===== src/cpu_core_regs_pkg.sv =====
package cpu_core_regs_pkg;

  // Address map of the 64 KB space
  localparam int          ADDR_W          = 16;
  localparam logic [15:0] VEC_LO          = 16'h0000;
  localparam logic [15:0] VEC_HI          = 16'h0021;
  localparam logic [15:0] TBL_LO          = 16'h0040;
  localparam logic [15:0] TBL_HI          = 16'h007F;
  localparam logic [15:0] OPT_ADDR        = 16'h0080;
  localparam logic [15:0] RAM_BASE_SMALL  = 16'hFE80;
  localparam logic [15:0] RAM_BASE_LARGE  = 16'hFE00;
  localparam logic [15:0] PERIPH_BASE     = 16'hFF00;
  localparam logic [15:0] RESET_VEC_ADDR  = 16'h0000;

  // Flag word layout and reset value
  localparam logic [7:0]  FLAG_RESET      = 8'h02;
  localparam int          FLAG_IE_BIT     = 7;
  localparam int          FLAG_Z_BIT      = 6;
  localparam int          FLAG_HC_BIT     = 4;
  localparam int          FLAG_CY_BIT     = 0;

  // Register bus word offsets
  localparam logic [7:0]  OFS_FLAG        = 8'h00;
  localparam logic [7:0]  OFS_STACK       = 8'h04;
  localparam logic [7:0]  OFS_IPTR        = 8'h08;
  localparam logic [7:0]  OFS_GPR_LO      = 8'h0C;
  localparam logic [7:0]  OFS_GPR_HI      = 8'h10;
  localparam logic [7:0]  OFS_CMD         = 8'h14;
  localparam logic [7:0]  OFS_OPER        = 8'h18;
  localparam logic [7:0]  OFS_STATUS      = 8'h1C;
  localparam logic [7:0]  OFS_OPTION      = 8'h20;
  localparam logic [7:0]  OFS_PROBE       = 8'h24;
  localparam logic [7:0]  OFS_PROBE_RES   = 8'h28;

  // Commands written to the command register
  typedef enum logic [3:0] {
    CMD_NOP, CMD_ADVANCE, CMD_BRANCH_IMM, CMD_BRANCH_PAIR, CMD_MASK_ALL, CMD_UNMASK,
    CMD_PUSH_FLAGS, CMD_POP_FLAGS, CMD_IRQ_TAKE, CMD_IRQ_RETURN, CMD_ADD, CMD_SUB,
    CMD_ROT_LEFT, CMD_BIT_AND, CMD_TABLE_CALL, CMD_VEC_LOAD
  } cmd_e;

  // Command operand: register select, immediate and size/mask fields
  typedef struct packed {
    logic [2:0]  regSel;
    logic [15:0] imm;
    logic [3:0]  lenMask;
  } oper_s;

  // Region decode result
  typedef struct packed {
    logic vecArea;
    logic tblArea;
    logic optByte;
    logic ramArea;
    logic periph;
    logic misalign16;
  } region_s;

endpackage : cpu_core_regs_pkg


===== src/cpu_core_regs.sv =====
// The Wishbone register port and the register addresses were chosen for this implementation.
`timescale 1ns/1ps

// Functional notes
// - A flat 16-bit space of 64 KB is decoded into regions.
// - Bytes 0000H-0021H are the vector table area.
// - Vector entries take low byte at even, high byte at odd address.
// - Table call reads its target from 0040H-007FH.
// - Address 0080H is the option byte, not program area.
// - RAM is 128 or 256 bytes, base FE80H or FE00H.
// - Peripheral window is FF00H-FFFFH.
// - Peripheral 16-bit accesses must use an even address.
// - Instruction pointer advances by length or loads on branch.
// - Reset loads the instruction pointer from 0000H/0001H.
// - Flag word pushed on interrupt or push, restored on return or pop.
// - Reset sets the flag word to 02H.
// - Gate flag 0 refuses maskable requests; 1 defers to source masks.
// - Gate cleared by mask-all or acknowledge, set by unmask.
// - Zero flag set on zero result, cleared otherwise.
// - Half-carry set on carry or borrow at bit 3.
// - Carry records overflow, rotate shift-out, and bit accumulation.
// - Stack pointer only addresses internal RAM.
// - Stack pointer decrements before save, increments after restore.
// - Stack pointer is undefined after reset; software must load it.
// - Eight 8-bit general registers, also four 16-bit pairs.
module cpu_core_regs
  import cpu_core_regs_pkg::*;
#(
  parameter bit LARGE_RAM = 1'b1  // 1: 256-byte RAM, 0: 128-byte RAM
) (
  input  wire logic        clk,         // System clock, 250 MHz
  input  wire logic        rst,         // Asynchronous reset, active high
  input  wire logic        clkEn,       // Freezes all state while low
  input  wire logic        wb_cyc_i,    // Wishbone cycle
  input  wire logic        wb_stb_i,    // Wishbone strobe
  input  wire logic        wb_we_i,     // Wishbone write enable
  input  wire logic [7:0]  wb_adr_i,    // Wishbone byte address
  input  wire logic [3:0]  wb_sel_i,    // Wishbone byte lanes
  input  wire logic [31:0] wb_dat_i,    // Wishbone write data
  output logic      [31:0] wb_dat_o,    // Wishbone read data
  output logic             wb_ack_o,    // Wishbone acknowledge
  input  wire logic [7:0]  memData,     // Byte read from program memory, same clock
  input  wire logic        irqMaskOk,   // Source mask flag allows the request
  output logic      [15:0] memAddr,     // Program memory byte address
  output logic             irqAccept,   // Maskable request would be accepted
  output logic      [15:0] stackAddr    // Current stack address
);

  typedef enum logic [2:0] {ST_IDLE, ST_VLO, ST_VHI, ST_DONE} fetch_e;

  logic [7:0]  flagWord_r;
  logic [15:0] stackTop_r;
  logic [15:0] iptr_r;
  logic [7:0]  gpr_r [8];
  logic [7:0]  savedFlags_r;
  logic [7:0]  optByte_r;
  logic [15:0] probe_r;
  logic        probeBad_r;
  region_s     probeRes_r;
  oper_s       oper_r;
  fetch_e      fetch_r;
  logic [15:0] fetchBase_r;
  logic [7:0]  fetchLo_r;
  logic        fetchToOpt_r;
  logic        bootDone_r;

  logic        wbReq;
  logic        wbWr;
  logic        cmdGo;
  cmd_e        cmdCode;
  logic [15:0] ramBase;
  logic [7:0]  opA;
  logic [8:0]  sum9;
  logic [4:0]  sum5;
  logic [7:0]  aluRes;
  logic        aluOp;

  // Decode a 16-bit address into its regions; used by the probe and stack guard
  function automatic region_s decode(input logic [15:0] a, input logic wide, input logic [15:0] rb);
    region_s r;
    r.vecArea    = (a >= VEC_LO) && (a <= VEC_HI);
    r.tblArea    = (a >= TBL_LO) && (a <= TBL_HI);
    r.optByte    = (a == OPT_ADDR);
    r.ramArea    = (a >= rb) && (a < PERIPH_BASE);
    r.periph     = (a >= PERIPH_BASE);
    r.misalign16 = r.periph && wide && a[0];
    return r;
  endfunction : decode

  // Zero-extend a 16-bit field for the read mux
  function automatic logic [31:0] ext16(input logic [15:0] v);
    return {16'h0000, v};
  endfunction : ext16

  assign ramBase = LARGE_RAM ? RAM_BASE_LARGE : RAM_BASE_SMALL;
  assign wbReq   = wb_cyc_i && wb_stb_i && !wb_ack_o;
  assign wbWr    = wbReq && wb_we_i && clkEn;
  assign cmdGo   = wbWr && (wb_adr_i == OFS_CMD) && wb_sel_i[0] && (fetch_r == ST_IDLE) && bootDone_r;
  assign cmdCode = cmd_e'(wb_dat_i[3:0]);

  // Arithmetic unit on the selected general register and the immediate low byte
  assign opA    = gpr_r[oper_r.regSel];
  assign sum9   = (cmdCode == CMD_SUB) ? ({1'b0, opA} - {1'b0, oper_r.imm[7:0]})
                                       : ({1'b0, opA} + {1'b0, oper_r.imm[7:0]});
  assign sum5   = (cmdCode == CMD_SUB) ? ({1'b0, opA[3:0]} - {1'b0, oper_r.imm[3:0]})
                                       : ({1'b0, opA[3:0]} + {1'b0, oper_r.imm[3:0]});
  assign aluOp  = cmdGo && ((cmdCode == CMD_ADD) || (cmdCode == CMD_SUB) || (cmdCode == CMD_ROT_LEFT));
  assign aluRes = (cmdCode == CMD_ROT_LEFT) ? {opA[6:0], flagWord_r[FLAG_CY_BIT]} : sum9[7:0];

  // Gate flag alone decides refusal; sources mask individually behind it
  assign irqAccept = flagWord_r[FLAG_IE_BIT] && irqMaskOk;
  assign stackAddr = stackTop_r;

  // Bus slave: one wait-free acknowledge per request, dropped the next cycle
  always_ff @(posedge clk or posedge rst) begin
    if (rst) begin
      wb_ack_o <= 1'b0;
    end else if (clkEn) begin
      wb_ack_o <= wbReq;
    end
  end

  // Read data mux; unmapped offsets read as zero
  always_ff @(posedge clk or posedge rst) begin
    if (rst) begin
      wb_dat_o <= 32'h0000_0000;
    end else if (clkEn && wbReq && !wb_we_i) begin
      case (wb_adr_i)
        OFS_FLAG:      wb_dat_o <= {24'h000000, flagWord_r};
        OFS_STACK:     wb_dat_o <= ext16(stackTop_r);
        OFS_IPTR:      wb_dat_o <= ext16(iptr_r);
        OFS_GPR_LO:    wb_dat_o <= {gpr_r[3], gpr_r[2], gpr_r[1], gpr_r[0]};
        OFS_GPR_HI:    wb_dat_o <= {gpr_r[7], gpr_r[6], gpr_r[5], gpr_r[4]};
        OFS_OPER:      wb_dat_o <= {9'h000, oper_r};
        OFS_STATUS:    wb_dat_o <= {29'h0000_0000, probeBad_r, (fetch_r != ST_IDLE), bootDone_r};
        OFS_OPTION:    wb_dat_o <= {24'h000000, optByte_r};
        OFS_PROBE:     wb_dat_o <= ext16(probe_r);
        OFS_PROBE_RES: wb_dat_o <= {26'h0000000, probeRes_r};
        default:       wb_dat_o <= 32'h0000_0000;
      endcase
    end
  end

  // Operand register for the commands
  always_ff @(posedge clk or posedge rst) begin
    if (rst) begin
      oper_r <= '0;
    end else if (wbWr && (wb_adr_i == OFS_OPER)) begin
      if (wb_sel_i[0]) oper_r.lenMask <= wb_dat_i[3:0];
      if (wb_sel_i[1]) oper_r.imm[7:0] <= wb_dat_i[11:4];
      if (wb_sel_i[2]) oper_r.imm[15:8] <= wb_dat_i[19:12];
      if (wb_sel_i[2]) oper_r.regSel <= wb_dat_i[22:20];
    end
  end

  // Address probe: software writes an address and reads back its region
  always_ff @(posedge clk or posedge rst) begin
    if (rst) begin
      probe_r    <= 16'h0000;
      probeRes_r <= '0;
    end else if (wbWr && (wb_adr_i == OFS_PROBE)) begin
      probe_r    <= wb_dat_i[15:0];
      probeRes_r <= decode(wb_dat_i[15:0], wb_dat_i[16], ramBase);
    end
  end

  // Vector/table fetch sequencer: low byte first, then high byte
  always_ff @(posedge clk or posedge rst) begin
    if (rst) begin
      fetch_r      <= ST_VLO;
      fetchBase_r  <= RESET_VEC_ADDR;
      fetchLo_r    <= 8'h00;
      fetchToOpt_r <= 1'b0;
      bootDone_r   <= 1'b0;
    end else if (clkEn) begin
      case (fetch_r)
        ST_IDLE: begin
          // Option byte is shown for one idle cycle only, then the pointer again
          fetchToOpt_r <= 1'b0;
          if (cmdGo && (cmdCode == CMD_TABLE_CALL)) begin
            fetchBase_r <= TBL_LO + {10'h000, oper_r.imm[4:0], 1'b0};
            fetch_r     <= ST_VLO;
          end else if (cmdGo && (cmdCode == CMD_VEC_LOAD || cmdCode == CMD_IRQ_TAKE)) begin
            fetchBase_r <= {10'h000, oper_r.imm[4:0], 1'b0};
            fetch_r     <= ST_VLO;
          end
        end
        ST_VLO: begin
          fetchLo_r <= memData;
          fetch_r   <= ST_VHI;
        end
        ST_VHI: begin
          fetch_r <= ST_DONE;
        end
        ST_DONE: begin
          fetchToOpt_r <= !bootDone_r;
          bootDone_r   <= 1'b1;
          fetch_r      <= ST_IDLE;
        end
        default: fetch_r <= ST_IDLE;
      endcase
    end
  end

  // Option byte is captured once after the reset vector, never as program
  always_ff @(posedge clk or posedge rst) begin
    if (rst) begin
      optByte_r <= 8'h00;
    end else if (clkEn && fetchToOpt_r && fetch_r == ST_IDLE) begin
      optByte_r <= memData;
    end
  end

  // Memory address: vector bytes while fetching, option byte once, else pointer
  always_comb begin
    case (fetch_r)
      ST_VLO:  memAddr = fetchBase_r;
      ST_VHI:  memAddr = fetchBase_r | 16'h0001;
      default: memAddr = fetchToOpt_r ? OPT_ADDR : iptr_r;
    endcase
  end

  // Instruction pointer
  always_ff @(posedge clk or posedge rst) begin
    if (rst) begin
      iptr_r <= 16'h0000;
    end else if (clkEn) begin
      if (fetch_r == ST_VHI) begin
        iptr_r <= {memData, fetchLo_r};
      end else if (cmdGo) begin
        case (cmdCode)
          CMD_ADVANCE:     iptr_r <= iptr_r + {12'h000, oper_r.lenMask};
          CMD_BRANCH_IMM:  iptr_r <= oper_r.imm;
          CMD_BRANCH_PAIR: iptr_r <= {gpr_r[{oper_r.regSel[1:0], 1'b1}],
                                      gpr_r[{oper_r.regSel[1:0], 1'b0}]};
          default:         iptr_r <= iptr_r;
        endcase
      end
    end
  end

  // Flag word: gate, zero, half-carry and carry updates
  always_ff @(posedge clk or posedge rst) begin
    if (rst) begin
      flagWord_r   <= FLAG_RESET;
      savedFlags_r <= FLAG_RESET;
    end else if (clkEn) begin
      if (wbWr && (wb_adr_i == OFS_FLAG) && wb_sel_i[0]) begin
        flagWord_r <= wb_dat_i[7:0];
      end else if (cmdGo) begin
        case (cmdCode)
          CMD_MASK_ALL:   flagWord_r[FLAG_IE_BIT] <= 1'b0;
          CMD_UNMASK:     flagWord_r[FLAG_IE_BIT] <= 1'b1;
          CMD_IRQ_TAKE: begin
            savedFlags_r            <= flagWord_r;
            flagWord_r[FLAG_IE_BIT] <= 1'b0;
          end
          CMD_PUSH_FLAGS: savedFlags_r <= flagWord_r;
          CMD_POP_FLAGS,
          CMD_IRQ_RETURN: flagWord_r <= savedFlags_r;
          CMD_ADD, CMD_SUB: begin
            flagWord_r[FLAG_Z_BIT]  <= (sum9[7:0] == 8'h00);
            flagWord_r[FLAG_HC_BIT] <= sum5[4];
            flagWord_r[FLAG_CY_BIT] <= sum9[8];
          end
          CMD_ROT_LEFT:   flagWord_r[FLAG_CY_BIT] <= opA[7];
          CMD_BIT_AND:    flagWord_r[FLAG_CY_BIT] <= flagWord_r[FLAG_CY_BIT] & opA[oper_r.lenMask[2:0]];
          default:        flagWord_r <= flagWord_r;
        endcase
      end
    end
  end

  // Stack pointer: no reset value, software loads it first
  always_ff @(posedge clk) begin
    if (clkEn) begin
      if (wbWr && (wb_adr_i == OFS_STACK)) begin
        if (wb_sel_i[0]) stackTop_r[7:0] <= wb_dat_i[7:0];
        if (wb_sel_i[1]) stackTop_r[15:8] <= wb_dat_i[15:8];
      end else if (cmdGo && (cmdCode == CMD_PUSH_FLAGS || cmdCode == CMD_IRQ_TAKE)
                   && decode(stackTop_r - 16'h0001, 1'b0, ramBase).ramArea) begin
        stackTop_r <= stackTop_r - 16'h0001;
      end else if (cmdGo && (cmdCode == CMD_POP_FLAGS || cmdCode == CMD_IRQ_RETURN)
                   && decode(stackTop_r, 1'b0, ramBase).ramArea) begin
        stackTop_r <= stackTop_r + 16'h0001;
      end
    end
  end

  // Misalignment status of the last probe
  always_ff @(posedge clk or posedge rst) begin
    if (rst) begin
      probeBad_r <= 1'b0;
    end else if (wbWr && (wb_adr_i == OFS_PROBE)) begin
      probeBad_r <= decode(wb_dat_i[15:0], wb_dat_i[16], ramBase).misalign16;
    end
  end

  // General registers: byte-lane writes, ALU results land in the selected one
  always_ff @(posedge clk or posedge rst) begin
    if (rst) begin
      for (int i = 0; i < 8; i++) gpr_r[i] <= 8'h00;
    end else if (clkEn) begin
      if (wbWr && (wb_adr_i == OFS_GPR_LO || wb_adr_i == OFS_GPR_HI)) begin
        for (int i = 0; i < 4; i++) begin
          if (wb_sel_i[i]) gpr_r[{(wb_adr_i == OFS_GPR_HI), 2'(i)}] <= wb_dat_i[8*i +: 8];
        end
      end else if (aluOp) begin
        gpr_r[oper_r.regSel] <= aluRes;
      end
    end
  end

endmodule : cpu_core_regs


===== config.mk =====
export PLATFORM = sky130hd
export DESIGN_NAME = cpu_core_regs
export DESIGN_NICKNAME = d
export VERILOG_FILES = /design/src/cpu_core_regs_pkg.sv /design/src/cpu_core_regs.sv
export SDC_FILE = /design/constraint.sdc
export NUM_CORES = 1
export LEC_CHECK = 0
export ABC_AREA = 1
export ABC_CLOCK_PERIOD_IN_PS = 14600
export BUFFER_PORTS_ARGS = -buffer_cell sky130_fd_sc_hd__buf_2
export CELL_PAD_IN_SITES_DETAIL_PLACEMENT = 1
export CELL_PAD_IN_SITES_GLOBAL_PLACEMENT = 1
export CORE_MARGIN = 1.5
export CORE_UTILIZATION = 48
export CTS_BUF_LIST = sky130_fd_sc_hd__clkbuf_16
export CTS_CLUSTER_DIAMETER = 120
export DETAILED_ROUTE_END_ITERATION = 16
export PLACE_DENSITY = 0.84
export SYNTH_ARGS = -nofsm -noshare
export SYNTH_HDL_FRONTEND = slang
export SYNTH_SLANG_ARGS = --single-unit

===== constraint.sdc =====
create_clock -name clk -period 14.6 [get_ports clk]
set_input_delay 2.92 -clock clk [delete_from_list [all_inputs] [get_ports clk]]
set_output_delay 2.92 -clock clk [all_outputs]
set_load 0.02 [all_outputs]

==> flow_metrics.py <==
metrics = {
    "outcome": {
        "outcome": "finished, final reports clean",
    },
    "setup_path": {
        "path_max_fanout": 1,
        "r2r_cells": 18,
        "arrival_ns": 3.25,
        "r2r-end": "gpr_r[28]",
        "path_class": "in2out",
        "worstSetupEndpoint": "irqAccept",
        "r2r_slack_ns": 9.66,
        "cp-start-kind": "primary input",
        "r2r_start": "oper_r[20]",
        "cp.required_ns": 11.68,
        "end_kind": "primary output",
        "cp-startpoint": "irqMaskOk",
    },
    "sta": {
        "worst_slack_ns": 8.43,
        "finalCriticalPeriod_ns": 6.17,
        "fin_crit_sh": 0.422,
        "clock_skew_ns": 0.0236,
        "rsz0062_at_grt": "no",
        "tightest_slew_ns": 1.23,
        "setup_viol": 0,
        "fmaxAchievable_ghz": 0.162,
        "slew_violations": 0,
        "maxSlewHeadroom": 0.176,
        "hold_viol_final": 0,
        "finalSetupTns_ns": 0,
    },
    "detailed_routing": {
        "first_pass_iters": 5,
        "detail-route-antenna-nets": 0,
        "num_vias": 15200,
        "routedWlPerCell_um": 25.2,
        "wl_um": 61500,
        "routed_via_density": 6.22,
        "first_iter_violations": 1807,
        "drc_errors": 0,
    },
    "synthesis": {
        "synth_compound_area_frac": 0.199,
        "synthesis.nets": 2025,
        "ys_ff_latch": 216,
        "synth_top_area_share": 0.355,
        "synth_cell_type_count": 56,
        "ys_seq_area_frac": 0.395,
        "ys.flop_type": "dfrtp_1",
        "syn_inst": 1945,
        "yosys.area_share.adder": 0.0200,
        "syn_area_per_cell_um2": 7.14,
        "synth_commonest_cells": "526 x nand2_1, 218 x inv_1, 198 x o21ai_0, 197 x dfrtp_1, 172 x nor2_1",
        "yosys_warnings": 0,
        "synth-simple-area-share": 0.268,
        "synth_xor_area_frac": 0.0240,
        "synth_top_area_cell": "dfrtp_1",
        "syn_area_um2": 13900,
        "synthMuxAreaShare": 0.00405,
        "synth_edf_count": 16,
        "ys_top_cells_by_area": "dfrtp_1 35%, nand2_1 14%, o21ai_0 7.1%",
        "synth_top_family_by_area": "simple AND/OR/NAND/NOR gates",
        "yosysMostFrequentCell": "nand2_1",
        "async_flop_share": 0.926,
    },
    "clock_network": {
        "cts_root_buf": "clkbuf_16",
        "cts_resized": 0,
        "post_cts_buffers": 0,
        "cts_tree": "yes",
        "clk_pin_slew_ns": 0.06,
        "cts_max_path_buffers": 3,
        "clk_latency_ns": 0.55,
        "htree_levels": 1,
        "cts.hold.buffers_added": 0,
        "clock-sinks": 216,
        "cts_buffers": 26,
    },
    "global_routing": {
        "grt_use_met2": 0.628,
        "grt_usage": 0.411,
        "grt_max_degree": 140,
        "overflow": 0,
        "top_usage_layer": "met2",
        "grt_pass1_vias": 15200,
        "grt_pass1_wl_um": 93600,
        "antenna_found_initial": 1,
        "use_met1": 0.564,
        "grt_use_met3": 0.0862,
    },
    "floorplanning": {
        "die-area_um2": 30000,
        "dieWidth_um": 173,
        "num_rows": 62,
        "start_util": 0.485,
        "die_h_um": 173,
        "coreArea_um2": 28600,
        "pin_count": 125,
    },
    "place": {
        "pre_cts_slack_ns": 8.41,
        "gp_congestion": 0.961,
        "place_area_um2": 14700,
        "io_buffers": 124,
        "dpl.hpwl_um": 46200,
    },
    "power": {
        "leakage_uw": 0.00759,
        "ir_worst_vdd_uv": 95.5,
        "cellPowerDensity_nw_per_um2": 111,
        "p_int_uw": 1140,
        "p_seq_frac": 0.393,
        "power_frac_clock": 0.387,
        "p_sw_frac": 0.343,
        "p_sw_uw": 596,
        "power.total_uw": 1740,
        "comb_power_share": 0.220,
    },
    "flow_run": {
        "drv_cap": 0,
    },
    "layout": {
        "area_growth_syn_to_layout_pct": 12.4,
        "stdcell_area_um2": 15600,
        "final_core_util": 0.545,
        "nets": 2112,
        "layout-drive-gt1-share": 0.120,
    },
    "worst_hold_path": {
        "hp-class": "reg2reg",
    },
}
==> metrics by stage <==
step | hold WS, ns | std cells
final | 0.480 | 2437
after global routing | 0.508 | 2436
after CTS | 0.480 | 2436
after detailed placement | 0.465 | 2388
after global placement | 0.455 | 2388
after floorplan | 0.443 | 1945
==> cell type report <==
| type | count | area, um2 |
|---|---|---|
| fillers | 3728 | 13000 |
| multi-input cells | 1412 | 7160 |
| flip-flops and latches | 216 | 5490 |
| inverters | 241 | 915 |
| repair buffers | 135 | 703 |
| clock buffers | 28 | 701 |
| well taps | 384 | 480 |
| clock inverters | 20 | 163 |
| diodes | 1 | 2.50 |
==> routing by layer <==
metal / part of all wire / vias to the layer above
met3: 0.10 / 173
met5: 0 / -
met1: 0.41 / 7573
li1: - / 6672
met4: 0.049 / 0
met2: 0.44 / 750
==> registers in the layout (all words and copies together) (netlist names), 2 cells and up <==
register	cells
fetch_r	2
stackAddr	16
probe_r	16
optByte_r	8
oper_r	23
fetchBase_r	6
savedFlags_r	8
probeRes_r	5
flagWord_r	8
iptr_r	16
gpr_r	64
wb_dat_o	32
fetchLo_r	8
==> placed cells by master, fill, tap and decap left out, types with 11 or more instances in the layout <==
| master | n |
|---|---|
| dfrtp_1 | 197 |
| nand3_1 | 90 |
| inv_1 | 224 |
| nor3_1 | 30 |
| a31oi_1 | 51 |
| o22ai_1 | 48 |
| buf_2 | 124 |
| xor2_1 | 34 |
| o211ai_1 | 23 |
| o21ai_1 | 13 |
| a21oi_2 | 12 |
| edfxtp_1 | 16 |
| a21oi_1 | 63 |
| clkinv_1 | 12 |
| nand2_1 | 526 |
| ha_1 | 19 |
| o21ai_0 | 198 |
| inv_2 | 15 |
| clkbuf_16 | 28 |
| buf_4 | 11 |
| nand4_1 | 22 |
| nor2_1 | 172 |
==> logic make-up after synthesis <==
group | count (synthesis)
AND/OR/NAND/NOR | 886
multiplexers | 5
AO/OA/AOI/OAI | 462
XOR/XNOR | 38
buffers and inverters | 317
flip-flops | 216
adder cells (fa/ha/maj) | 21
==> power groups by stage <==
stage,clock [uW],sequential [uW],combinational [uW]
after floorplan,0,676,240
after detailed placement,0,690,371
after global routing,690,686,411
after CTS,671,680,376
final,673,684,382
after global placement,0,688,358
==> worst max-delay path, stage by stage <==
cell and delay (ns):
buf_2 0.10, nand2_1 0.05, inv_1 0.03, buf_2 0.14
==> worst min path at each step <==
stage,start,end,depth (start not counted)
global route,wb_dat_o[9],wb_dat_o[9],2
CTS,wb_dat_o[3],wb_dat_o[3],1
global placement,wb_dat_o[3],wb_dat_o[3],1
detailed placement,wb_dat_o[12],wb_dat_o[12],2
floorplan,probe_r[6],probe_r[6],2
finish,wb_dat_o[9],wb_dat_o[9],2
No activity file was read; power rests on OpenSTA's default activity.
